**src/pkg/sadc_pkg.sv**
```systemverilog
// Constants and types for the converter's conversion and serial port logic
package sadc_pkg;

  //--------------------------------------------------------------------------
  // Widths and timing
  //--------------------------------------------------------------------------
  localparam int          RES_BITS       = 16;
  localparam int          CLK_PERIOD_NS  = 10;
  localparam real         CONV_HI_US     = 2.2;
  localparam real         CONV_LO_US     = 3.2;
  localparam int          CONV_HI_CYC    = int'(CONV_HI_US * 1000.0)
                                           / CLK_PERIOD_NS;
  localparam int          CONV_LO_CYC    = int'(CONV_LO_US * 1000.0)
                                           / CLK_PERIOD_NS;
  // Converter finishes well inside the shorter limit
  localparam logic [8:0]  CONV_CYC       = 9'(CONV_HI_CYC - 20);
  localparam logic [4:0]  BIT_CNT_RST    = 5'h00;
  localparam logic [15:0] CFG_RST        = 16'h0000;
  localparam int          FIFO_DEPTH     = 8;

  //--------------------------------------------------------------------------
  // Types
  //--------------------------------------------------------------------------
  typedef struct packed {
    logic conv_start;
    logic sclk;
    logic cfg_bit;
  } sadc_pins_t;

  typedef struct packed {
    logic bipolar;
    logic [15:0] code;
  } sadc_sample_t;

  typedef enum logic [1:0] {S_IDLE, S_CONV, S_READY} sadc_state_t;

endpackage : sadc_pkg

```
**src/core/sadc_fifo.sv**
```systemverilog
// Small parameterised FIFO holding samples ahead of conversion
`timescale 1ns/1ps
module sadc_fifo #(
  parameter int WIDTH = 17,
  parameter int DEPTH = 8
) (
  input  wire logic             clk_in,
  input  wire logic             rst_in,
  input  wire logic             in_valid_in,
  output logic                  in_ready_out,
  input  wire logic [WIDTH-1:0] in_data_in,
  output logic                  out_valid_out,
  input  wire logic             out_ready_in,
  output logic      [WIDTH-1:0] out_data_out
);
  localparam int AW = $clog2(DEPTH);

  logic [WIDTH-1:0] mem_ff [DEPTH];
  logic [AW-1:0]    wr_ff;
  logic [AW-1:0]    rd_ff;
  logic [AW:0]      cnt_ff;
  logic             push;
  logic             pop;

  // Handshakes
  assign push = in_valid_in && (cnt_ff != (AW+1)'(DEPTH));
  assign pop  = out_valid_out && out_ready_in;

  // Storage
  always_ff @(posedge clk_in) begin
    if (push) begin
      mem_ff[wr_ff] <= in_data_in;
    end
  end

  // Pointers and fill level
  always_ff @(posedge clk_in) begin
    if (rst_in) begin
      wr_ff  <= '0;
      rd_ff  <= '0;
      cnt_ff <= '0;
    end else begin
      if (push) begin
        wr_ff <= wr_ff + 1'b1;
      end
      if (pop) begin
        rd_ff <= rd_ff + 1'b1;
      end
      cnt_ff <= cnt_ff + (AW+1)'(push) - (AW+1)'(pop);
    end
  end

  // Registered read side: data held in a flop ahead of consumer
  always_ff @(posedge clk_in) begin
    if (rst_in) begin
      out_valid_out <= 1'b0;
      out_data_out  <= '0;
      in_ready_out  <= 1'b0;
    end else begin
      in_ready_out <= (cnt_ff + (AW+1)'(push)) < (AW+1)'(DEPTH);
      out_valid_out <= (cnt_ff - (AW+1)'(pop) + (AW+1)'(push)) != '0;
      out_data_out  <= mem_ff[pop ? rd_ff + 1'b1 : rd_ff];
      if (cnt_ff == '0 || (pop && cnt_ff == (AW+1)'(1))) begin
        out_data_out <= in_data_in;
      end
    end
  end

endmodule : sadc_fifo

```
**src/core/sadc_core.sv**
```systemverilog
// Conversion sequencing and serial result/configuration port
`timescale 1ns/1ps
module sadc_core (
  input  wire logic                  clk_in,
  input  wire logic                  rst_in,
  input  wire sadc_pkg::sadc_pins_t  pins_in,
  input  wire sadc_pkg::sadc_sample_t sample_in,
  input  wire logic                  sample_valid_in,
  output logic                       sample_ready_out,
  output logic                       result_out,
  output logic                       result_oe_out,
  output logic                       busy_out,
  output logic [15:0]                cfg_word_out
);

  //--------------------------------------------------------------------------
  // Pin synchronisers
  //--------------------------------------------------------------------------
  sadc_pkg::sadc_pins_t meta_ff;
  sadc_pkg::sadc_pins_t sync_ff;
  sadc_pkg::sadc_pins_t prev_ff;

  // Two flops before any logic reads a pin
  always_ff @(posedge clk_in) begin
    if (rst_in) begin
      meta_ff <= '0;
      sync_ff <= '0;
      prev_ff <= '0;
    end else begin
      meta_ff <= pins_in;
      sync_ff <= meta_ff;
      prev_ff <= sync_ff;
    end
  end

  // Edge detect on synchronised levels, shared by both pins
  function automatic logic edge_up(input logic now_lvl,
                                   input logic was_lvl);
    return now_lvl && !was_lvl;
  endfunction : edge_up

  function automatic logic edge_down(input logic now_lvl,
                                     input logic was_lvl);
    return !now_lvl && was_lvl;
  endfunction : edge_down

  logic cs_rise;
  logic cs_fall;
  logic sclk_rise;
  logic sclk_fall;
  assign cs_rise   = edge_up(sync_ff.conv_start, prev_ff.conv_start);
  assign cs_fall   = edge_down(sync_ff.conv_start, prev_ff.conv_start);
  assign sclk_rise = edge_up(sync_ff.sclk, prev_ff.sclk);
  assign sclk_fall = edge_down(sync_ff.sclk, prev_ff.sclk);

  //--------------------------------------------------------------------------
  // Sample source FIFO
  //--------------------------------------------------------------------------
  logic                  fifo_valid;
  logic                  fifo_take;
  sadc_pkg::sadc_sample_t fifo_data;

  sadc_fifo #(
    .WIDTH ($bits(sadc_pkg::sadc_sample_t)),
    .DEPTH (sadc_pkg::FIFO_DEPTH)
  ) u_fifo (
    .clk_in        (clk_in),
    .rst_in        (rst_in),
    .in_valid_in   (sample_valid_in),
    .in_ready_out  (sample_ready_out),
    .in_data_in    (sample_in),
    .out_valid_out (fifo_valid),
    .out_ready_in  (fifo_take),
    .out_data_out  (fifo_data)
  );

  //--------------------------------------------------------------------------
  // Conversion state
  //--------------------------------------------------------------------------
  sadc_pkg::sadc_state_t state_ff;
  logic [8:0]            conv_cnt_ff;
  logic [15:0]           result_ff;

  // Sample is consumed when conversion finishes; stalls if FIFO empty
  assign fifo_take = (state_ff == sadc_pkg::S_CONV) && (conv_cnt_ff == '0)
                     && fifo_valid;

  always_ff @(posedge clk_in) begin
    if (rst_in) begin
      state_ff    <= sadc_pkg::S_IDLE;
      conv_cnt_ff <= '0;
    end else begin
      case (state_ff)
        sadc_pkg::S_IDLE, sadc_pkg::S_READY: begin
          if (cs_rise) begin
            state_ff    <= sadc_pkg::S_CONV;
            conv_cnt_ff <= sadc_pkg::CONV_CYC;
          end
        end
        sadc_pkg::S_CONV: begin
          if (conv_cnt_ff != '0) begin
            conv_cnt_ff <= conv_cnt_ff - 9'h001;
          end else if (fifo_take) begin
            state_ff <= sadc_pkg::S_READY;
          end
        end
        default: begin
          state_ff <= sadc_pkg::S_IDLE;
        end
      endcase
    end
  end

  // Code format: offset binary flipped to two's complement when bipolar
  always_ff @(posedge clk_in) begin
    if (rst_in) begin
      result_ff <= '0;
    end else if (fifo_take) begin
      result_ff <= fifo_data.bipolar ? {~fifo_data.code[15],
                   fifo_data.code[14:0]} : fifo_data.code;
    end
  end

  always_ff @(posedge clk_in) begin
    if (rst_in) begin
      busy_out <= 1'b0;
    end else begin
      busy_out <= (state_ff == sadc_pkg::S_CONV) || cs_rise;
    end
  end

  //--------------------------------------------------------------------------
  // Serial shifter
  //--------------------------------------------------------------------------
  logic [15:0] shift_ff;
  logic [4:0]  bit_cnt_ff;
  logic [15:0] cfg_shift_ff;

  // True on the count that marks the final bit of a frame
  function automatic logic last_bit(input logic [4:0] cnt);
    return cnt == 5'(sadc_pkg::RES_BITS - 1);
  endfunction : last_bit

  // Load latest result on start-low, shift on clock falls
  always_ff @(posedge clk_in) begin
    if (rst_in) begin
      shift_ff      <= '0;
      bit_cnt_ff    <= sadc_pkg::BIT_CNT_RST;
      result_oe_out <= 1'b0;
      result_out    <= 1'b0;
    end else if (sync_ff.conv_start) begin
      result_oe_out <= 1'b0;
      bit_cnt_ff    <= sadc_pkg::BIT_CNT_RST;
    end else if (cs_fall) begin
      shift_ff      <= {result_ff[14:0], 1'b0};
      result_out    <= result_ff[15];
      result_oe_out <= 1'b1;
      bit_cnt_ff    <= sadc_pkg::BIT_CNT_RST;
    end else if (sclk_fall && result_oe_out) begin
      result_out <= shift_ff[15];
      shift_ff   <= {shift_ff[14:0], 1'b0};
      bit_cnt_ff <= bit_cnt_ff + 5'h01;
      if (last_bit(bit_cnt_ff)) begin
        result_oe_out <= 1'b0;
      end
    end
  end

  // Configuration capture on rising clock edges
  always_ff @(posedge clk_in) begin
    if (rst_in) begin
      cfg_shift_ff <= sadc_pkg::CFG_RST;
      cfg_word_out <= sadc_pkg::CFG_RST;
    end else if (sclk_rise && !sync_ff.conv_start) begin
      cfg_shift_ff <= {cfg_shift_ff[14:0], sync_ff.cfg_bit};
      if (last_bit(bit_cnt_ff)) begin
        cfg_word_out <= {cfg_shift_ff[14:0], sync_ff.cfg_bit};
      end
    end
  end

  // Slower supply limit bounds the check; fixed conversion meets both
  localparam int CONV_LIM_CYC = sadc_pkg::CONV_LO_CYC;
endmodule : sadc_core

```
**config.mk**
```make
export PLATFORM = sky130hd
export DESIGN_NAME = sadc_core
export DESIGN_NICKNAME = d
export VERILOG_FILES = /design/src/pkg/sadc_pkg.sv /design/src/core/sadc_fifo.sv /design/src/core/sadc_core.sv
export SDC_FILE = /design/constraint.sdc
export NUM_CORES = 1
export LEC_CHECK = 0
export BUFFER_PORTS_ARGS = -buffer_cell sky130_fd_sc_hd__buf_2
export CAP_MARGIN = 20
export CORE_MARGIN = 5
export CORE_UTILIZATION = 30
export DETAILED_ROUTE_END_ITERATION = 10
export GPL_TIMING_DRIVEN = 1
export MAX_ROUTING_LAYER = met4
export PLACE_DENSITY = 0.5
export SYNTH_ARGS = -nofsm -noshare
export SYNTH_HDL_FRONTEND = slang
export SYNTH_SLANG_ARGS = --single-unit
export TNS_END_PERCENT = 50
```
**constraint.sdc**
```tcl
create_clock -name clk_in -period 4.8 [get_ports clk_in]
set_input_delay 1.2 -clock clk_in [delete_from_list [all_inputs] [get_ports clk_in]]
set_output_delay 1.2 -clock clk_in [all_outputs]
set_load 0.02 [all_outputs]
```
Yosys cells after proc, flatten, opt, wreduce, memory -nomap -nowiden:

Memories as Yosys holds them, arrays and structs flattened.
Index checks and enable logic that the tools add are counted.

* latch bits: 0
* bits in read-only memories: 0
* bits of input ports: 23
* memories kept: 1
* logic and storage cells: 97
* RAM bits: 136
* flip-flop bits (word level): 119

* $mul: 0
* bitwise gates (word level): 2
* add/sub/neg operators: 8
* equal/unequal tests: 9
* reduce and logical (&&, ||, !) cells: 33
* mux-type cells: 19
* magnitude comparators: 1
* shift-type cells: 0
* div/mod/pow operators: 0

Memory list
* u_fifo.mem_ff: depth 8, width 17, read ports 1, clocked after memory_dff 0, write ports 1, line sadc_fifo.sv:18 `logic [WIDTH-1:0] mem_ff [DEPTH];`

Operators by type and width (count)
* 16-bit two-way mux: 3
* 9-bit two-way mux: 2
* 9-bit one-hot mux with 2 select lines: 1
* 17-bit two-way mux: 1
* 1-bit logical AND: 11
* 9-bit zero test: 1
* 9-bit nonzero test: 1
* 9-bit by 1-bit subtractor with 9-bit output, second input constant: 1
* 4-bit by 1-bit adder with 4-bit output: 2
* 4-bit by 1-bit subtractor with 4-bit output: 2
* 1-bit two-way mux: 7
* 3-bit by 1-bit adder with 3-bit output, second input constant: 2
* 2-bit two-way mux: 3
* 2-bit AND reduction: 3
* 3-bit AND reduction: 2
* 2-bit nonzero test: 3
* 5-bit by 1-bit adder with 5-bit output, second input constant: 1
* 5-bit by 4-bit == test with 1-bit output, second input constant: 1
* 4-bit by 1-bit == test with 1-bit output, second input constant: 1
* 1-bit zero test: 4
* 4-bit zero test: 1
* 4-bit < comparator, second input constant: 1
* 2-bit by 1-bit inequality test with 1-bit output, second input constant: 2
* 2-bit inequality test, second input constant: 2
* other kinds (11): 14

Depth between registers and ports, before layout:

* depth in word-level cells: 7
* gate-level depth with buffers: 14
* gate-level depth less buffers: 12

By module:

From an unflattened synthesis, not the netlist that was laid out.

* cells, all modules: 756
* area, all modules: 9915.8 um^2

Modules (own cells, without submodules)
* sadc_fifo: sequential area each 4664.5 um^2, cells an instance 359, instances 1, area an instance 6444.9 um^2
* sadc_core: sequential area each 1781.7 um^2, cells an instance 397, instances 1, area an instance 3470.8 um^2

Worst setup path before layout:

Ideal clock, no wire load.

* path type: input to register
* from: input port sample_valid_in
* to: memory u_fifo.mem_ff[0][0] (enable)
* library setup time: 0.413 ns
* arrival time: 2.984 ns
* stages on the path: 3
* path buffers: 0
* slack: 1.403 ns
* data required time: 4.387 ns
* cell sequence: a21boi_1 > nand2b_1 > nor3_1

* cells in the longest elaborated chain, start to end: 3

RTL lines
* start: declaration: line sadc_core.sv:8 `input wire logic sample_valid_in,`
* 1-bit logical AND: line sadc_fifo.sv:26 `assign push = in_valid_in && (cnt_ff != (AW+1)'(DEPTH));`
* 1-bit two-way mux: line sadc_fifo.sv:31 `if (push) begin`
* 1-bit two-way mux (implied by the code): line sadc_fifo.sv:32 `mem_ff[wr_ff] <= in_data_in;`
* end: declaration: line sadc_fifo.sv:18

No other way between the ends.

Worst setup path after layout:

* from: register conv_cnt_ff[0]
* to: register u_fifo.out_data_out[13]

* cells in the longest elaborated chain, start to end: 7
* elaborated cells between the ends (all ways): 9

RTL lines
* start: declaration: line sadc_core.sv:81 `logic [8:0] conv_cnt_ff;`
* start signal: assignment: line sadc_core.sv:97 `conv_cnt_ff <= sadc_pkg::CONV_CYC;`
* start signal: assignment: line sadc_core.sv:102 `conv_cnt_ff <= conv_cnt_ff - 9'h001;`
* 9-bit zero test *: line sadc_core.sv:85 `assign fifo_take = (state_ff == sadc_pkg::S_CONV) && (conv_cnt_ff == '0)`
* 1-bit logical AND *: line sadc_core.sv:85
* 1-bit logical AND *: line sadc_core.sv:86 `&& fifo_valid;`
* 1-bit logical AND *: line sadc_fifo.sv:27 `assign pop = out_valid_out && out_ready_in;`
* 3-bit two-way mux / 1-bit logical AND (equally long branches): line sadc_fifo.sv:62, sadc_fifo.sv:63
* memory read 8 x 17 bit / 1-bit logical OR (equally long branches)
* 17-bit two-way mux *: line sadc_fifo.sv:63 `if (cnt_ff == '0 || (pop && cnt_ff == (AW+1)'(1))) begin`
* end signal: assignment: line sadc_fifo.sv:62 `out_data_out <= mem_ff[pop ? rd_ff + 1'b1 : rd_ff];`
* end signal: assignment: line sadc_fifo.sv:64 `out_data_out <= in_data_in;`
* end: declaration: line sadc_fifo.sv:14 `output logic [WIDTH-1:0] out_data_out`

Mark *: on every way between the ends. The rest lies on a longest branch, timed or not.
A chain may end at the register's enable or synchronous reset.

==> qor.txt <==
Worst Skew - 0.0225 ns
CTS sink cnt - 254
Worst Tran Pin Value - 0.967 ns
final setup violation count - 0
H-tree depth - 1
pwr/cell area - 426 mW/mm^2
EDFF count, synth - 136
quantity of gates resized following cts - 0
synthesized instance count - 778
Hold Path Class - reg -> reg
Area Growth Syn to Fin - 17.5%
GR Overflow Total - 0
XOR/XNOR Fraction of Synth Area - 0.0209
Worst Setup End Kind - flip-flop
Longest Clk Path Bufs - 3
global-route wire length before repair - 32.9 mm
Final Core Density - 0.354
root buffer cell - clkbuf_16
dpl cells - 1241
Total Routing Usage GR - 0.116
worst hold path depth - 2
largest net degree at the start of global routing - 73
met1 global-route usage - 0.160
postcts setup bufs - 0
Arr. time, crit path - 3.64 ns
status - finished, final reports clean
Most Crowded Layer GR - met2
Yosys cell types - 50
Clk Latency, worst-skew pair - 0.55 ns
GR Util met3 - 0.0202
clk slew on worst S/H paths - 0.06 ns
Mapped Area - 0.00972 sq mm
PortBufs - 42
max_cap viols - 0
Synth warnings - 0
setup tns final - 0 ns
met2 Use GR - 0.182
DR DRC count - 0
Max Slew Vio Count - 0
reg2reg path depth - 9
Worst VDD drop - 267 uV
Crit Path Max Fanout - 22
post-synthesis net count - 817
routed length per placed instance - 16.0 um
Leak - 0.00404 uW
die area - 0.0361 sq mm
CTS Buf Count - 27
Worst Setup Start Kind - flip-flop
Synth Area in Simple Gates - 0.127
Final min period - 3.21 ns
Max Fclk - 0.311 GHz
Post-DP HPWL - 12.2 mm
Final Hold Fails - 0
io pins - 43
post-layout net count - 868
Chip Height - 190 um
RSZ-0062 raised after global routing - false
Initial Util - 0.301
period utilisation layout - 0.670
Min Hold Slack - 0.441 ns
initial drt markers - 371
via/cell ratio - 4.62
sequential area share after synthesis - 0.663
layout cell share with drive strength beyond 1 - 0.154
syn avg cell area - 12.5 sq um
hold buffers post-CTS - 0
Diodes inserted - 0
Compound-Gate Fraction of Synth Area - 0.0836
initial antenna violation count - 0
vias in the first global route - 5845
WS Path Type - reg -> reg
post-synthesis mux area share - 0.0610
largest family of logic cells by synthesized area - simple AND/OR/NAND/NOR gates
via count - 5960
drt first pass iters - 5
fin cells - 1291
gpl congestion - 0.762
Core Footprint - 0.0323 sq mm
Synth Area in Adders - 0.0214
drt total wl - 20.7 mm
top_reg_cell synth - edfxtp_1
Detail Route Antenna Nets - 0
Max-slew headroom - 0.355
ys async rst share - 0
row cnt - 66
Fill cells - 3192
Data required, critical path - 5.23 ns
CTS tree - yes
Seq cells post-synth - 254
Die Width - 190 um
[per-layer routing]
metal	part of all wire	vias to the layer above
met1	0.48	2881
met4	0.021	0
met5	0	-
li1	-	2925
met2	0.45	116
met3	0.044	38
[registers in the layout (all words and copies together), names as in the netlist]
name / flops
u_fifo.mem_ff: 136
u_fifo.out_data_out: 17
cfg_word_out: 16
result_ff: 16
cfg_shift_ff: 15
shift_ff: 15
conv_cnt_ff: 9
bit_cnt_ff: 5
u_fifo.cnt_ff: 4
meta_ff: 3
sync_ff: 3
u_fifo.rd_ff: 3
u_fifo.wr_ff: 3
prev_ff: 2
state_ff: 2
busy_out: 1
result_oe_out: 1
result_out: 1
u_fifo.in_ready_out: 1
u_fifo.out_valid_out: 1
[per-stage QoR]
step / power (uW) / setup WS, ns / cell area [sq um]
after floorplan: 2650 / 1.40 / 9720
after global placement: 2760 / 1.56 / 10500
after detailed placement: 2760 / 1.55 / 10500
after CTS: 4920 / 1.56 / 11400
after global routing: 5060 / 1.38 / 11400
final: 4860 / 1.59 / 11400
[critical path, cell delays in order (launching register included)]
cell     delay, ns
dfxtp_1       0.33
inv_1         0.09
ha_1          0.15
or4b_1        0.51
or4_4         0.59
xnor2_4       0.50
buf_4         0.41
mux4_2        0.36
nand2_1       0.09
nand3_1       0.06
[power breakdown]
part / internal [uW] / leakage (uW) / switching, uW
Combinational: 119 / 0.00138 / 177
Sequential: 2370 / 0.00220 / 47.4
Clock: 1310 / 0.000458 / 841
Total: 3790 / 0.00404 / 1070
[cells in the mapped netlist (2+ instances only)]
cell type  number  share of area
nand2_1       157          0.061
edfxtp_1      136           0.42
dfxtp_1       118           0.24
a21oi_1        60          0.031
nor2_1         47          0.018
clkbuf_1       31          0.012
a211oi_1       19          0.015
nand3_1        19         0.0098
a21o_1         18          0.014
mux2i_1        18          0.019
a222oi_1       17          0.018
ha_1           15          0.019
mux4_2         12          0.028
inv_1          10         0.0039
nor2b_1        10         0.0064
xnor2_1        10         0.0090
xor2_1         10         0.0090
nand2b_1        8         0.0052
nor3_1          8         0.0041
mux4_1          5          0.014
nand4_1         5         0.0032
nor4_1          5         0.0032
buf_6           3         0.0035
nand3b_1        3         0.0023
a2111oi_0       2         0.0018
buf_1           2        0.00077
buf_4           2         0.0015
nor3b_1         2         0.0015
o21ai_0         2         0.0010
o31ai_1         2         0.0015
or2_2           2         0.0013
or4_4           2         0.0023
[final timing paths]
check,start,endpoint,slack [ns]
max reg2reg,conv_cnt_ff[0]$_SDFFE_PP0P_,u_fifo.out_data_out[13]$_SDFF_PP0_,1.59
min,u_fifo.out_data_out[9]$_SDFF_PP0_,result_ff[9]$_SDFFE_PP0P_,0.44
min reg2reg,u_fifo.out_data_out[9]$_SDFF_PP0_,result_ff[9]$_SDFFE_PP0P_,0.44
max,conv_cnt_ff[0]$_SDFFE_PP0P_,u_fifo.out_data_out[13]$_SDFF_PP0_,1.59
[cell families after synthesis]
kind of cell / count (synthesis)
and+or+nand+nor: 279
DFF: 254
AOI/OAI and AO/OA: 123
buffers and inverters: 49
muxes: 36
xor gates and xnor gates: 21
adders and majority gates: 16
[cell usage in the layout (no fill, tap or decap), drive strengths merged, types with 11 or more instances in the layout]
master  Yosys  routed
a211oi     19      19
a21o       18      18
a21oi      60      60
a222oi     17      17
buf         8      61
clkbuf     31      40
dfxtp     118     118
edfxtp    136     136
ha         15      15
inv        10      11
mux2i      18      18
mux4       17      17
nand2     157     157
nand3      19      19
nor2       49      49
xnor2      11      11
[area by class of cell]
cell class	count	area [sq um]	area share
Sequential cell	254	6450	0.565
Multi-Input combinational cell	475	3090	0.270
Clock buffer	40	795	0.0696
Tap cell	442	553	0.0484
Timing Repair Buffer	61	363	0.0318
Clock inverter	9	138	0.0121
Inverter	10	37.5	0.00329
No activity file was read; power rests on OpenSTA's default activity.
